$ cat src/logic/adsq_pkg.sv
// Purpose: Constants for the hardware-trigger wait sequencer
// Assumes: 32-bit APB, word-aligned registers
// Notes:   Offsets are byte addresses
package adsq_pkg;
  localparam logic [7:0]  OFF_CTRL      = 8'h00;
  localparam logic [7:0]  OFF_CHSEL     = 8'h04;
  localparam logic [7:0]  OFF_RESULT    = 8'h08;
  localparam logic [7:0]  OFF_LIMIT     = 8'h0c;
  localparam logic [7:0]  OFF_STATUS    = 8'h10;
  localparam logic [7:0]  OFF_MASK      = 8'h14;
  localparam logic [7:0]  OFF_STATE     = 8'h18;
  // Control register fields
  localparam int          CTRL_ENABLE   = 0;
  localparam int          CTRL_START    = 1;
  localparam int          CTRL_SCAN     = 2;
  localparam int          CTRL_ONESHOT  = 3;
  localparam int          CTRL_CHECK    = 4;
  localparam int          CTRL_CHKIN    = 5;
  // Status register fields
  localparam int          STS_EOC       = 0;
  localparam int          STS_ABORT     = 1;
  localparam int          STS_SUPPRESS  = 2;
  localparam int          STS_W         = 3;
  localparam int          RES_W         = 10;
  localparam int          CH_W          = 5;
  localparam int          LIM_HI_LSB    = 16;
  localparam logic [1:0]  SCAN_LAST     = 2'h3;
  // One conversion lasts this long; the sequencer counts it out in CONV_CYCLES
  localparam int          CONV_TIME_NS  = 2000;
  localparam int          CLK_PERIOD_NS = 10;
  localparam logic [15:0] CONV_CYCLES   = 16'((CONV_TIME_NS + CLK_PERIOD_NS - 1) / CLK_PERIOD_NS);
  localparam logic [RES_W-1:0] UPPER_RESET = 10'h3ff;
  localparam logic [RES_W-1:0] LOWER_RESET = 10'h000;
  typedef enum logic [1:0] {ST_STOP, ST_WAIT, ST_CONV} adsq_state_e;
endpackage : adsq_pkg

$ cat src/logic/adsq_sequencer.sv
// Purpose: Hardware-trigger wait mode sequencer with APB registers
// Assumes: Analog core delivers a sample when convDone pulses
// Notes:   Select and four-slot scan mode, sequential or one-shot
//
// Implementation choices: the APB slave port and the address map.
`timescale 1ns/100ps
module adsq_sequencer
  import adsq_pkg::*;
(
  input  wire logic              clock,
  input  wire logic              nrst,
  input  wire logic              psel,
  input  wire logic              penable,
  input  wire logic              pwrite,
  input  wire logic [7:0]        paddr,
  input  wire logic [31:0]       pwdata,
  output logic [31:0]            prdata,
  output logic                   pready,
  output logic                   pslverr,
  input  wire logic              hwTrigger,
  input  wire logic [RES_W-1:0]  convSample,
  output logic                   convRun,
  output logic [CH_W-1:0]        convChannel,
  output logic                   conversionEndIrq,
  output logic                   irq
);

  adsq_state_e           state_reg;
  logic [5:0]            ctrl_reg;
  logic [CH_W-1:0]       channelSelect_reg;
  logic [RES_W-1:0]      result_reg;
  logic [RES_W-1:0]      upperLimit_reg;
  logic [RES_W-1:0]      lowerLimit_reg;
  logic [STS_W-1:0]      status_reg;
  logic [STS_W-1:0]      mask_reg;
  logic [15:0]           convCount_reg;
  logic [1:0]            slot_reg;
  logic                  irqPulse_reg;

  logic                  wrEn;
  logic                  rdEn;
  logic                  ctrlWrite;
  logic                  chselWrite;
  logic                  startSetWr;
  logic                  startClrWr;
  logic                  enableClrWr;
  logic                  converting;
  logic                  convDone;
  logic                  restart;
  logic                  lastSlot;
  logic                  resultOk;
  logic                  abortEvt;
  logic [STS_W-1:0]      stsSet;
  logic                  limitWrite;
  logic                  maskWrite;
  logic                  statusRead;
  logic                  trigAccept;
  logic                  storeEvt;
  logic                  dropEvt;
  logic                  oneShotEnd;
  logic [31:0]           readWord;

  // Scan groups are four consecutive inputs starting at the selected base
  function automatic logic [CH_W-1:0] slotChannel(input logic [CH_W-1:0] base,
                                                  input logic [1:0]      slot,
                                                  input logic            scan);
    slotChannel = scan ? CH_W'(base + CH_W'(slot)) : base;
  endfunction : slotChannel

  function automatic logic inLimits(input logic [RES_W-1:0] v,
                                    input logic [RES_W-1:0] lo,
                                    input logic [RES_W-1:0] hi);
    inLimits = (v >= lo) && (v <= hi);
  endfunction : inLimits

  // Register hit for one access phase; the register write decodes and the status read decode go through here
  function automatic logic regHit(input logic       access,
                                  input logic [7:0] addr,
                                  input logic [7:0] offset);
    regHit = access && (addr == offset);
  endfunction : regHit

  // APB: zero wait states, unmapped offsets answer with pslverr
  assign pready      = 1'b1;
  assign wrEn        = psel && penable && pwrite;
  assign rdEn        = psel && penable && !pwrite;
  assign pslverr     = psel && penable && (paddr > OFF_STATE || paddr[1:0] != 2'h0);
  assign ctrlWrite   = regHit(wrEn, paddr, OFF_CTRL);
  assign chselWrite  = regHit(wrEn, paddr, OFF_CHSEL);
  assign limitWrite  = regHit(wrEn, paddr, OFF_LIMIT);
  assign maskWrite   = regHit(wrEn, paddr, OFF_MASK);
  assign statusRead  = regHit(rdEn, paddr, OFF_STATUS);
  assign startSetWr  = ctrlWrite && pwdata[CTRL_START];
  assign startClrWr  = ctrlWrite && !pwdata[CTRL_START];
  assign enableClrWr = ctrlWrite && !pwdata[CTRL_ENABLE];

  assign converting  = state_reg == ST_CONV;
  assign convDone    = converting && convCount_reg == CONV_CYCLES - 16'h1;
  assign lastSlot    = !ctrl_reg[CTRL_SCAN] || slot_reg == SCAN_LAST;
  // Checked against the limits in either inside or outside sense
  assign resultOk    = !ctrl_reg[CTRL_CHECK] ||
                       (inLimits(convSample, lowerLimit_reg, upperLimit_reg) ==
                        ctrl_reg[CTRL_CHKIN]);

  // Abort-and-restart causes, lower priority than clearing the start bit
  assign restart     = converting && !startClrWr && !enableClrWr &&
                       (startSetWr || chselWrite || hwTrigger);
  assign abortEvt    = converting && (restart || startClrWr || enableClrWr);

  // Trigger is accepted from wait; in conversion it restarts instead; an enable clear in the same cycle wins
  assign trigAccept  = state_reg == ST_WAIT && hwTrigger && ctrl_reg[CTRL_ENABLE] &&
                       !enableClrWr;
  // A conversion that ends while being aborted yields nothing
  assign storeEvt    = convDone && !abortEvt && resultOk;
  assign dropEvt     = convDone && !abortEvt && !resultOk;
  assign oneShotEnd  = convDone && !abortEvt && lastSlot && ctrl_reg[CTRL_ONESHOT];

  assign convRun     = converting;
  assign convChannel = slotChannel(channelSelect_reg, slot_reg, ctrl_reg[CTRL_SCAN]);
  assign conversionEndIrq = irqPulse_reg;
  assign irq         = |(status_reg & mask_reg);

  always_ff @(posedge clock or negedge nrst) begin
    if (!nrst) begin
      state_reg <= ST_STOP;
    end else begin
      case (state_reg)
        ST_STOP: begin
          if (ctrlWrite && pwdata[CTRL_ENABLE]) begin
            state_reg <= ST_WAIT;
          end
        end
        ST_WAIT: begin
          if (enableClrWr) begin
            state_reg <= ST_STOP;
          end else if (trigAccept) begin
            state_reg <= ST_CONV;
          end
        end
        ST_CONV: begin
          if (enableClrWr) begin
            state_reg <= ST_STOP;
          end else if (startClrWr) begin
            state_reg <= ST_WAIT;
          end else if (oneShotEnd) begin
            state_reg <= ST_WAIT;
          end
        end
        default: state_reg <= ST_STOP;
      endcase
    end
  end

  // Control bits; the start bit is also driven by the sequencer itself
  always_ff @(posedge clock or negedge nrst) begin
    if (!nrst) begin
      ctrl_reg <= 6'h00;
    end else if (ctrlWrite) begin
      ctrl_reg <= pwdata[5:0];
      if (!pwdata[CTRL_ENABLE]) begin
        ctrl_reg[CTRL_START] <= 1'b0;
      end else if (trigAccept) begin
        // A same-cycle trigger still starts, so the bit must follow it
        ctrl_reg[CTRL_START] <= 1'b1;
      end else if (state_reg != ST_CONV) begin
        // Start only follows a trigger in this mode
        ctrl_reg[CTRL_START] <= 1'b0;
      end
    end else if (trigAccept) begin
      ctrl_reg[CTRL_START] <= 1'b1;
    end else if (oneShotEnd) begin
      ctrl_reg[CTRL_START] <= 1'b0;
    end
  end

  // Scan base in scan mode, the converted input in select mode
  always_ff @(posedge clock or negedge nrst) begin
    if (!nrst) begin
      channelSelect_reg <= '0;
    end else if (chselWrite) begin
      channelSelect_reg <= pwdata[CH_W-1:0];
    end
  end

  // Both limits are written together, so a check never sees half a pair
  always_ff @(posedge clock or negedge nrst) begin
    if (!nrst) begin
      lowerLimit_reg <= LOWER_RESET;
      upperLimit_reg <= UPPER_RESET;
    end else if (limitWrite) begin
      lowerLimit_reg <= pwdata[RES_W-1:0];
      upperLimit_reg <= pwdata[LIM_HI_LSB+RES_W-1:LIM_HI_LSB];
    end
  end

  always_ff @(posedge clock or negedge nrst) begin
    if (!nrst) begin
      mask_reg <= '0;
    end else if (maskWrite) begin
      mask_reg <= pwdata[STS_W-1:0];
    end
  end

  // Conversion timer; restart discards the partial count
  always_ff @(posedge clock or negedge nrst) begin
    if (!nrst) begin
      convCount_reg <= 16'h0;
    end else if (!converting || abortEvt) begin
      convCount_reg <= 16'h0;
    end else if (convDone) begin
      convCount_reg <= 16'h0;
    end else begin
      convCount_reg <= 16'(convCount_reg + 16'h1);
    end
  end

  // Scan slot; any abort goes back to slot zero of the current group
  always_ff @(posedge clock or negedge nrst) begin
    if (!nrst) begin
      slot_reg <= 2'h0;
    end else if (!converting || abortEvt) begin
      slot_reg <= 2'h0;
    end else if (convDone) begin
      slot_reg <= lastSlot ? 2'h0 : 2'(slot_reg + 2'h1);
    end
  end

  // A suppressed result leaves the previous one readable
  always_ff @(posedge clock or negedge nrst) begin
    if (!nrst) begin
      result_reg <= '0;
    end else if (storeEvt) begin
      result_reg <= convSample;
    end
  end

  // Pulse and result change on one edge, so the result stands when the pulse is seen
  always_ff @(posedge clock or negedge nrst) begin
    if (!nrst) begin
      irqPulse_reg <= 1'b0;
    end else begin
      irqPulse_reg <= storeEvt;
    end
  end

  assign stsSet = {dropEvt, abortEvt, storeEvt};

  // Sticky events; read clears, but a same-cycle event survives
  always_ff @(posedge clock or negedge nrst) begin
    if (!nrst) begin
      status_reg <= '0;
    end else if (statusRead) begin
      // Clear only what the read returned; an event in the setup cycle stays
      status_reg <= (status_reg & ~prdata[STS_W-1:0]) | stsSet;
    end else begin
      status_reg <= status_reg | stsSet;
    end
  end

  // Read data is captured in the setup cycle so it stands through the access phase
  always_comb begin
    readWord = 32'h0;
    case (paddr)
      OFF_CTRL: begin
        readWord = {26'h0, ctrl_reg};
      end
      OFF_CHSEL: begin
        readWord = {27'h0, channelSelect_reg};
      end
      OFF_RESULT: begin
        readWord = {22'h0, result_reg};
      end
      OFF_LIMIT: begin
        readWord = {6'h0, upperLimit_reg, 6'h0, lowerLimit_reg};
      end
      OFF_STATUS: begin
        readWord = {29'h0, status_reg};
      end
      OFF_MASK: begin
        readWord = {29'h0, mask_reg};
      end
      OFF_STATE: begin
        readWord = {22'h0, convChannel, slot_reg, state_reg, converting};
      end
      default: begin
        readWord = 32'h0;
      end
    endcase
  end

  always_ff @(posedge clock or negedge nrst) begin
    if (!nrst) begin
      prdata <= 32'h0;
    end else if (psel && !penable && !pwrite) begin
      prdata <= readWord;
    end
  end

endmodule : adsq_sequencer
$ cat config.mk
export PLATFORM = sky130hd
export DESIGN_NAME = adsq_sequencer
export DESIGN_NICKNAME = d
export VERILOG_FILES = /design/src/logic/adsq_pkg.sv /design/src/logic/adsq_sequencer.sv
export SDC_FILE = /design/constraint.sdc
export NUM_CORES = 1
export LEC_CHECK = 0
export ABC_AREA = 1
export BUFFER_PORTS_ARGS = -buffer_cell sky130_fd_sc_hd__buf_2
export CELL_PAD_IN_SITES_DETAIL_PLACEMENT = 1
export CELL_PAD_IN_SITES_GLOBAL_PLACEMENT = 2
export CORE_ASPECT_RATIO = 0.8
export CORE_MARGIN = 2
export CORE_UTILIZATION = 35
export DETAILED_ROUTE_END_ITERATION = 12
export HOLD_SLACK_MARGIN = 0.12
export PLACE_DENSITY_LB_ADDON = 0.1
export SLEW_MARGIN = 15
export SYNTH_ARGS = -nofsm -noshare
export SYNTH_HDL_FRONTEND = slang
export SYNTH_SLANG_ARGS = --single-unit
$ cat constraint.sdc
create_clock -name clock -period 3.8 [get_ports clock]
set_input_delay 0.38 -clock clock [delete_from_list [all_inputs] [get_ports clock]]
set_output_delay 0.38 -clock clock [all_outputs]
set_load 0.1 [all_outputs]
Yosys cells after proc, flatten, opt, wreduce, memory -nomap -nowiden
Index checks and enable logic that the tools add are counted.

Register bits after elaboration: 100. Bits in latches: 0. RAM bits: 0. Memory bits (read-only): 0. Bits of input ports: 56. Output and inout port bits: 42. Word-level logic and storage cells: 115. Memories kept: 0.

$add $sub $neg: 3. Multipliers: 0. Divide/modulo/power cells: 0. Magnitude comparators: 3. Equality and inequality tests: 15. Shift-type cells: 0. Multiplexer cells: 21. Bitwise logic cells: 5. Reductions and logical operators: 55.

Operator list (number): $pmux 26 s7 (1); $mux 16 (2); $logic_and 1x1->1 (29); $eq 8x5->1 const B (3); $mux 2 (9); $add 16x1->16 const B (1); $eq 16x8->1 const B (1); $eq 8x4->1 const B (2); $logic_not 1->1 (11); $ge 10x10->1 (1); $le 10x10->1 (1); $eq 8x3->1 const B (1); $gt 8x5->1 const B (1); $logic_not 8->1 (1); $logic_or 1x1->1 (8); $and 3x3->3 (2); $mux 1 (6); $or 3x3->3 (2); $pmux 2 s3 (1); $add 5x2->5 (1); $mux 5 (1); $eq 2x2->1 const B (2); $ne 2x2->1 const B (2); $ne 4x3->1 const B (1); 11 further kinds (12).

Depth between registers and ports, before layout
Depth after elaboration: 19. Gate-level depth with buffers: 16. Gate-level depth less buffers: 15.

Worst setup path after synthesis
No wires, ideal clock.

Path kind: reg2reg. Start: reg channelSelect_reg[1]. End: reg prdata[6]. Library setup time: 0.076 ns. Arrival time: 2.984 ns. Data required time: 3.724 ns. Path slack: 0.740 ns. Cell stages (with the launch flop): 7. Path buffers: 0. Clock period less this slack: 3.060 ns. Path through: dfrtp_1 > inv_1 > o21ai_0 > nand2_1 > nand2_1 > a21oi_1 > o21ai_1.

Longest elaborated chain between the ends: 3.

Ends and longest elaborated chain: start: declaration (line adsq_sequencer.sv:30) `logic [CH_W-1:0] channelSelect_reg;`; start signal: assignment (line adsq_sequencer.sv:181) `channelSelect_reg <= pwdata[CH_W-1:0];`; $add 5x2->5 (line adsq_sequencer.sv:67) `slotChannel = scan ? CH_W'(base + CH_W'(slot)) : base;`; $mux 5 (*) (line adsq_sequencer.sv:67); named net convChannel[1] (line adsq_sequencer.sv:23) `output logic [CH_W-1:0] convChannel,`; $pmux 26 s7 (*) (line adsq_sequencer.sv:263) `case (paddr)`; end signal: assignment (line adsq_sequencer.sv:295) `prdata <= readWord;`; end: declaration (line adsq_sequencer.sv:17) `output logic [31:0] prdata,`.

The timed path passes the listed nets; every way through them passes the cells marked *. A chain may end at the register's enable or synchronous reset.

Worst setup path in the final report
Start: reg channelSelect_reg[0]. End: out convChannel[4].

Longest elaborated chain between the ends: 2.

Ends and longest elaborated chain (line): $add 5x2->5 (adsq_sequencer.sv:67); $mux 5 (adsq_sequencer.sv:67); end: declaration (adsq_sequencer.sv:23).

No other way between the ends.

==> results.md <==
- CP required: 3.42 ns
- Startpoint Class: register
- Switching Share: 27.2%
- Area delta synth->final: 14.7%
- Largest register FFs: 20
- Reg2reg path depth: 12
- Net switching power: 0.553 mW
- Cells after Synth: 622
- Largest net degree at the start of global routing: 68
- Fillers: 1760
- Combinational share of power: 10.6%
- Clock transition at the registers of the reported paths: 0.06 ns
- Critical path type: register to output pin
- Final WL: 14800 um
- CTS Buffer Depth: 2
- Mapped Area: 5050 um^2
- Synth Register Bits: 88
- Start point of the critical path: channelSelect_reg[0]
- Max cap viols: 0
- Reg2reg setup slack: about 1.3 ns
- VDD IR max: between 0.2 and 0.25 mV
- Post-synth EDFFs: 0
- Pwr dens: 351 nW/um^2
- Synth Area per Inst: 8.12 um^2
- DIE WIDTH: 138 um
- WL/cell: 16.8 um
- Input/output buffers: 72
- Post-synthesis sequential area ratio: a little over two fifths
- Area of the multi-input gates: 2380 um^2
- CORE AREA: 14200 um^2
- GRT Total Usage: 20.2%
- Setup TNS: 0 ns
- Total grt overflow: 0
- First-pass GRT wire length: 24400 um
- DRC viols: 0
- Worst Max-Slew Pin Slew: 0.902 ns
- Clk Latency, worst-skew pair: 0.35 ns
- Pins over their slew limit: 0
- Layout Skew: 0.00695 ns
- Endpoint class of the critical path: output pin
- Post-synth cell types: 42
- Layout cells sized above 1: 21.4%
- Vias in the first global route: 4543
- Final Wtd Congestion: 0.879
- Async SR Flop Fraction: 100%
- Clock sink count: 88
- Synth Flop Type: dfrtp_1
- Register area: roughly 2200 um^2
- CTS tree: built
- Leading area contributor after synthesis: dfrtp_1
- Clock root buffer: clkbuf_16
- Synth warn: 0
- Post-cts sizing count: 0
- Post-route ant nets: 0
- Endpoints failing setup: 0
- Inst Count DP: 865
- Largest fanout on the critical path: 3
- ANT cells: 0
- Die area: 15400 um^2
- Hold crit path type: primary input to asynchronous set/reset pin
- RSZ-0062 raised after global routing: false
- Worst r2r dst: result_reg[0]
- Initial Util: 35.6%
- Synth area leaders: dfrtp_1 (39%), nand2_1 (10%), ha_1 (5.9%)
- Max_slew headroom: 39.8%
- Iteration-0 DRC Markers: 184
- Fin crit period: 2.66 ns
- Non-Filler Instances: 881
- Detailed Place HPWL: 11200 um
- Crit Reg-Reg Startpoint: upperLimit_reg[9]
- Total CTS buffers: 9
- Hold_buf cts: 0
- Leak: about 3.0 nW
- H-tree depth: 3
- FP Rows: 39
- Total internal power: 1.48 mW
- Yosys top cell area share: 38.6%
- WP data arrival: 2.28 ns
- Number of detailed-route iterations in the first pass: 4
- Fmax: around 0.38 GHz
- Vias: 4351
- Initial antenna violation count: 0
- Period Utilization, post-route: between 60 and 70%
- Post-CTS Repair Setup Buffers: 0
- Drt via density: 4.94
- Die height: 111 um
- Count of final hold-check violations: 0
- Status: finished clean
- Register share of total power: 47.4%
- Clock power share: 42.0%
- Post-layout net count: 773
- IO Pins: 98
==> power groups by stage <==
stage	sequential [mW]	combinational [mW]	clock [mW]
after detailed placement	0.982	0.217	0
after CTS	0.964	0.218	0.890
final	0.964	0.215	0.854
after global routing	0.965	0.237	0.923
after global placement	0.981	0.211	0
after floorplan	0.980	0.145	0
==> cell usage in the layout (no fill, tap or decap), types with 3 or more instances in the layout <==
cell       instances
nor4_1             3
buf_4              4
nand2_4            3
o21ai_1           11
nand4_1           10
buf_2             71
nor3_1             8
nor3b_2            4
conb_1            13
o221ai_1           3
nand2_1          137
nand3_2            6
clkbuf_1           3
inv_1             72
a21oi_1           22
nand2_2           14
inv_2              7
clkbuf_16          9
ha_1              24
a21oi_2            3
nand3_1           40
o21ai_0           45
nor2_4             4
xor2_1            10
nor2_2             3
dfstp_2           10
nor3_2             3
dfrtp_1           78
nor2_1            60
==> worst max-delay path by stage <==
stage	endpoint	slack, ns
after floorplan	prdata[6]	0.74
after global placement	upperLimit_reg[0]	1.37
after detailed placement	conversionEndIrq	1.26
after CTS	convChannel[4]	1.11
after global routing	result_reg[9]	1.06
final	convChannel[4]	1.14
==> critical path: stages, from the launching register on <==
cell and delay, ns:
dfrtp_1 0.41, ha_1 0.24, fa_1 0.36, nand2_1 0.10, nor3_1 0.06, xor2_1 0.26
buf_2 0.49
==> cell usage after synthesis (4+ instances only) <==
library cell / instances
nand4_1: 10
nor3_1: 8
o21ai_0: 45
nor2_1: 60
inv_2: 7
nand2_1: 137
nor2_4: 4
nor3b_2: 4
a21oi_1: 22
nand3_1: 40
nand3_2: 6
buf_4: 13
o21ai_1: 11
dfstp_2: 10
dfrtp_1: 78
buf_2: 4
clkbuf_1: 6
ha_1: 24
inv_1: 72
nand2_2: 14
xor2_1: 10
==> per-layer routing <==
layer  part of all wire, %  routed length (um)  GRT usage [%]  up-vias
li1                      -                   -              -     2121
met1                    51                7500           29.1     2124
met2                    44                6480           31.0       94
met3                   4.3                 629           5.16       12
met4                   1.1                 161           3.88        0
met5                     0                   0              0        -
==> logic make-up after synthesis <==
kind of cell,after synthesis,synth area share [%]
AO/OA/AOI/OAI,89,9.48
XOR/XNOR,11,1.91
adder cells (fa/ha/maj),25,6.34
buffers and inverters,108,9.88
flip-flops,88,43.8
multiplexers,1,0.297
other,2,0.149
AND/OR/NAND/NOR,298,28.1
==> stage by stage <==
| step | worst slack [ns] | hold WS [ns] | power [mW] | area (um^2) | utilization (%) |
|---|---|---|---|---|---|
| 2_1_floorplan | 0.740 | 0.0844 | 1.13 | 5090 | - |
| 6_report | 1.14 | 0.156 | 2.03 | 5790 | 40.8 |
| 4_1_cts | 1.11 | 0.190 | 2.07 | 5790 | 40.8 |
| 3_5_place_dp | 1.26 | 0.454 | 1.20 | 5520 | 38.8 |
| 5_1_grt | 1.06 | 0.217 | 2.12 | 5790 | 40.8 |
| 3_3_place_gp | 1.37 | 0.440 | 1.19 | 5520 | 38.8 |
==> cell type report <==
cell class | instances | area share [%]
multi-input combinational | 437 | 41.1
sequential | 88 | 38.2
clock buffer | 14 | 4.56
clock inverter | 2 | 0.238
inverter | 81 | 5.27
tap | 184 | 3.97
timing repair buffer | 75 | 6.65
Power figures use the tool's default switching activity.
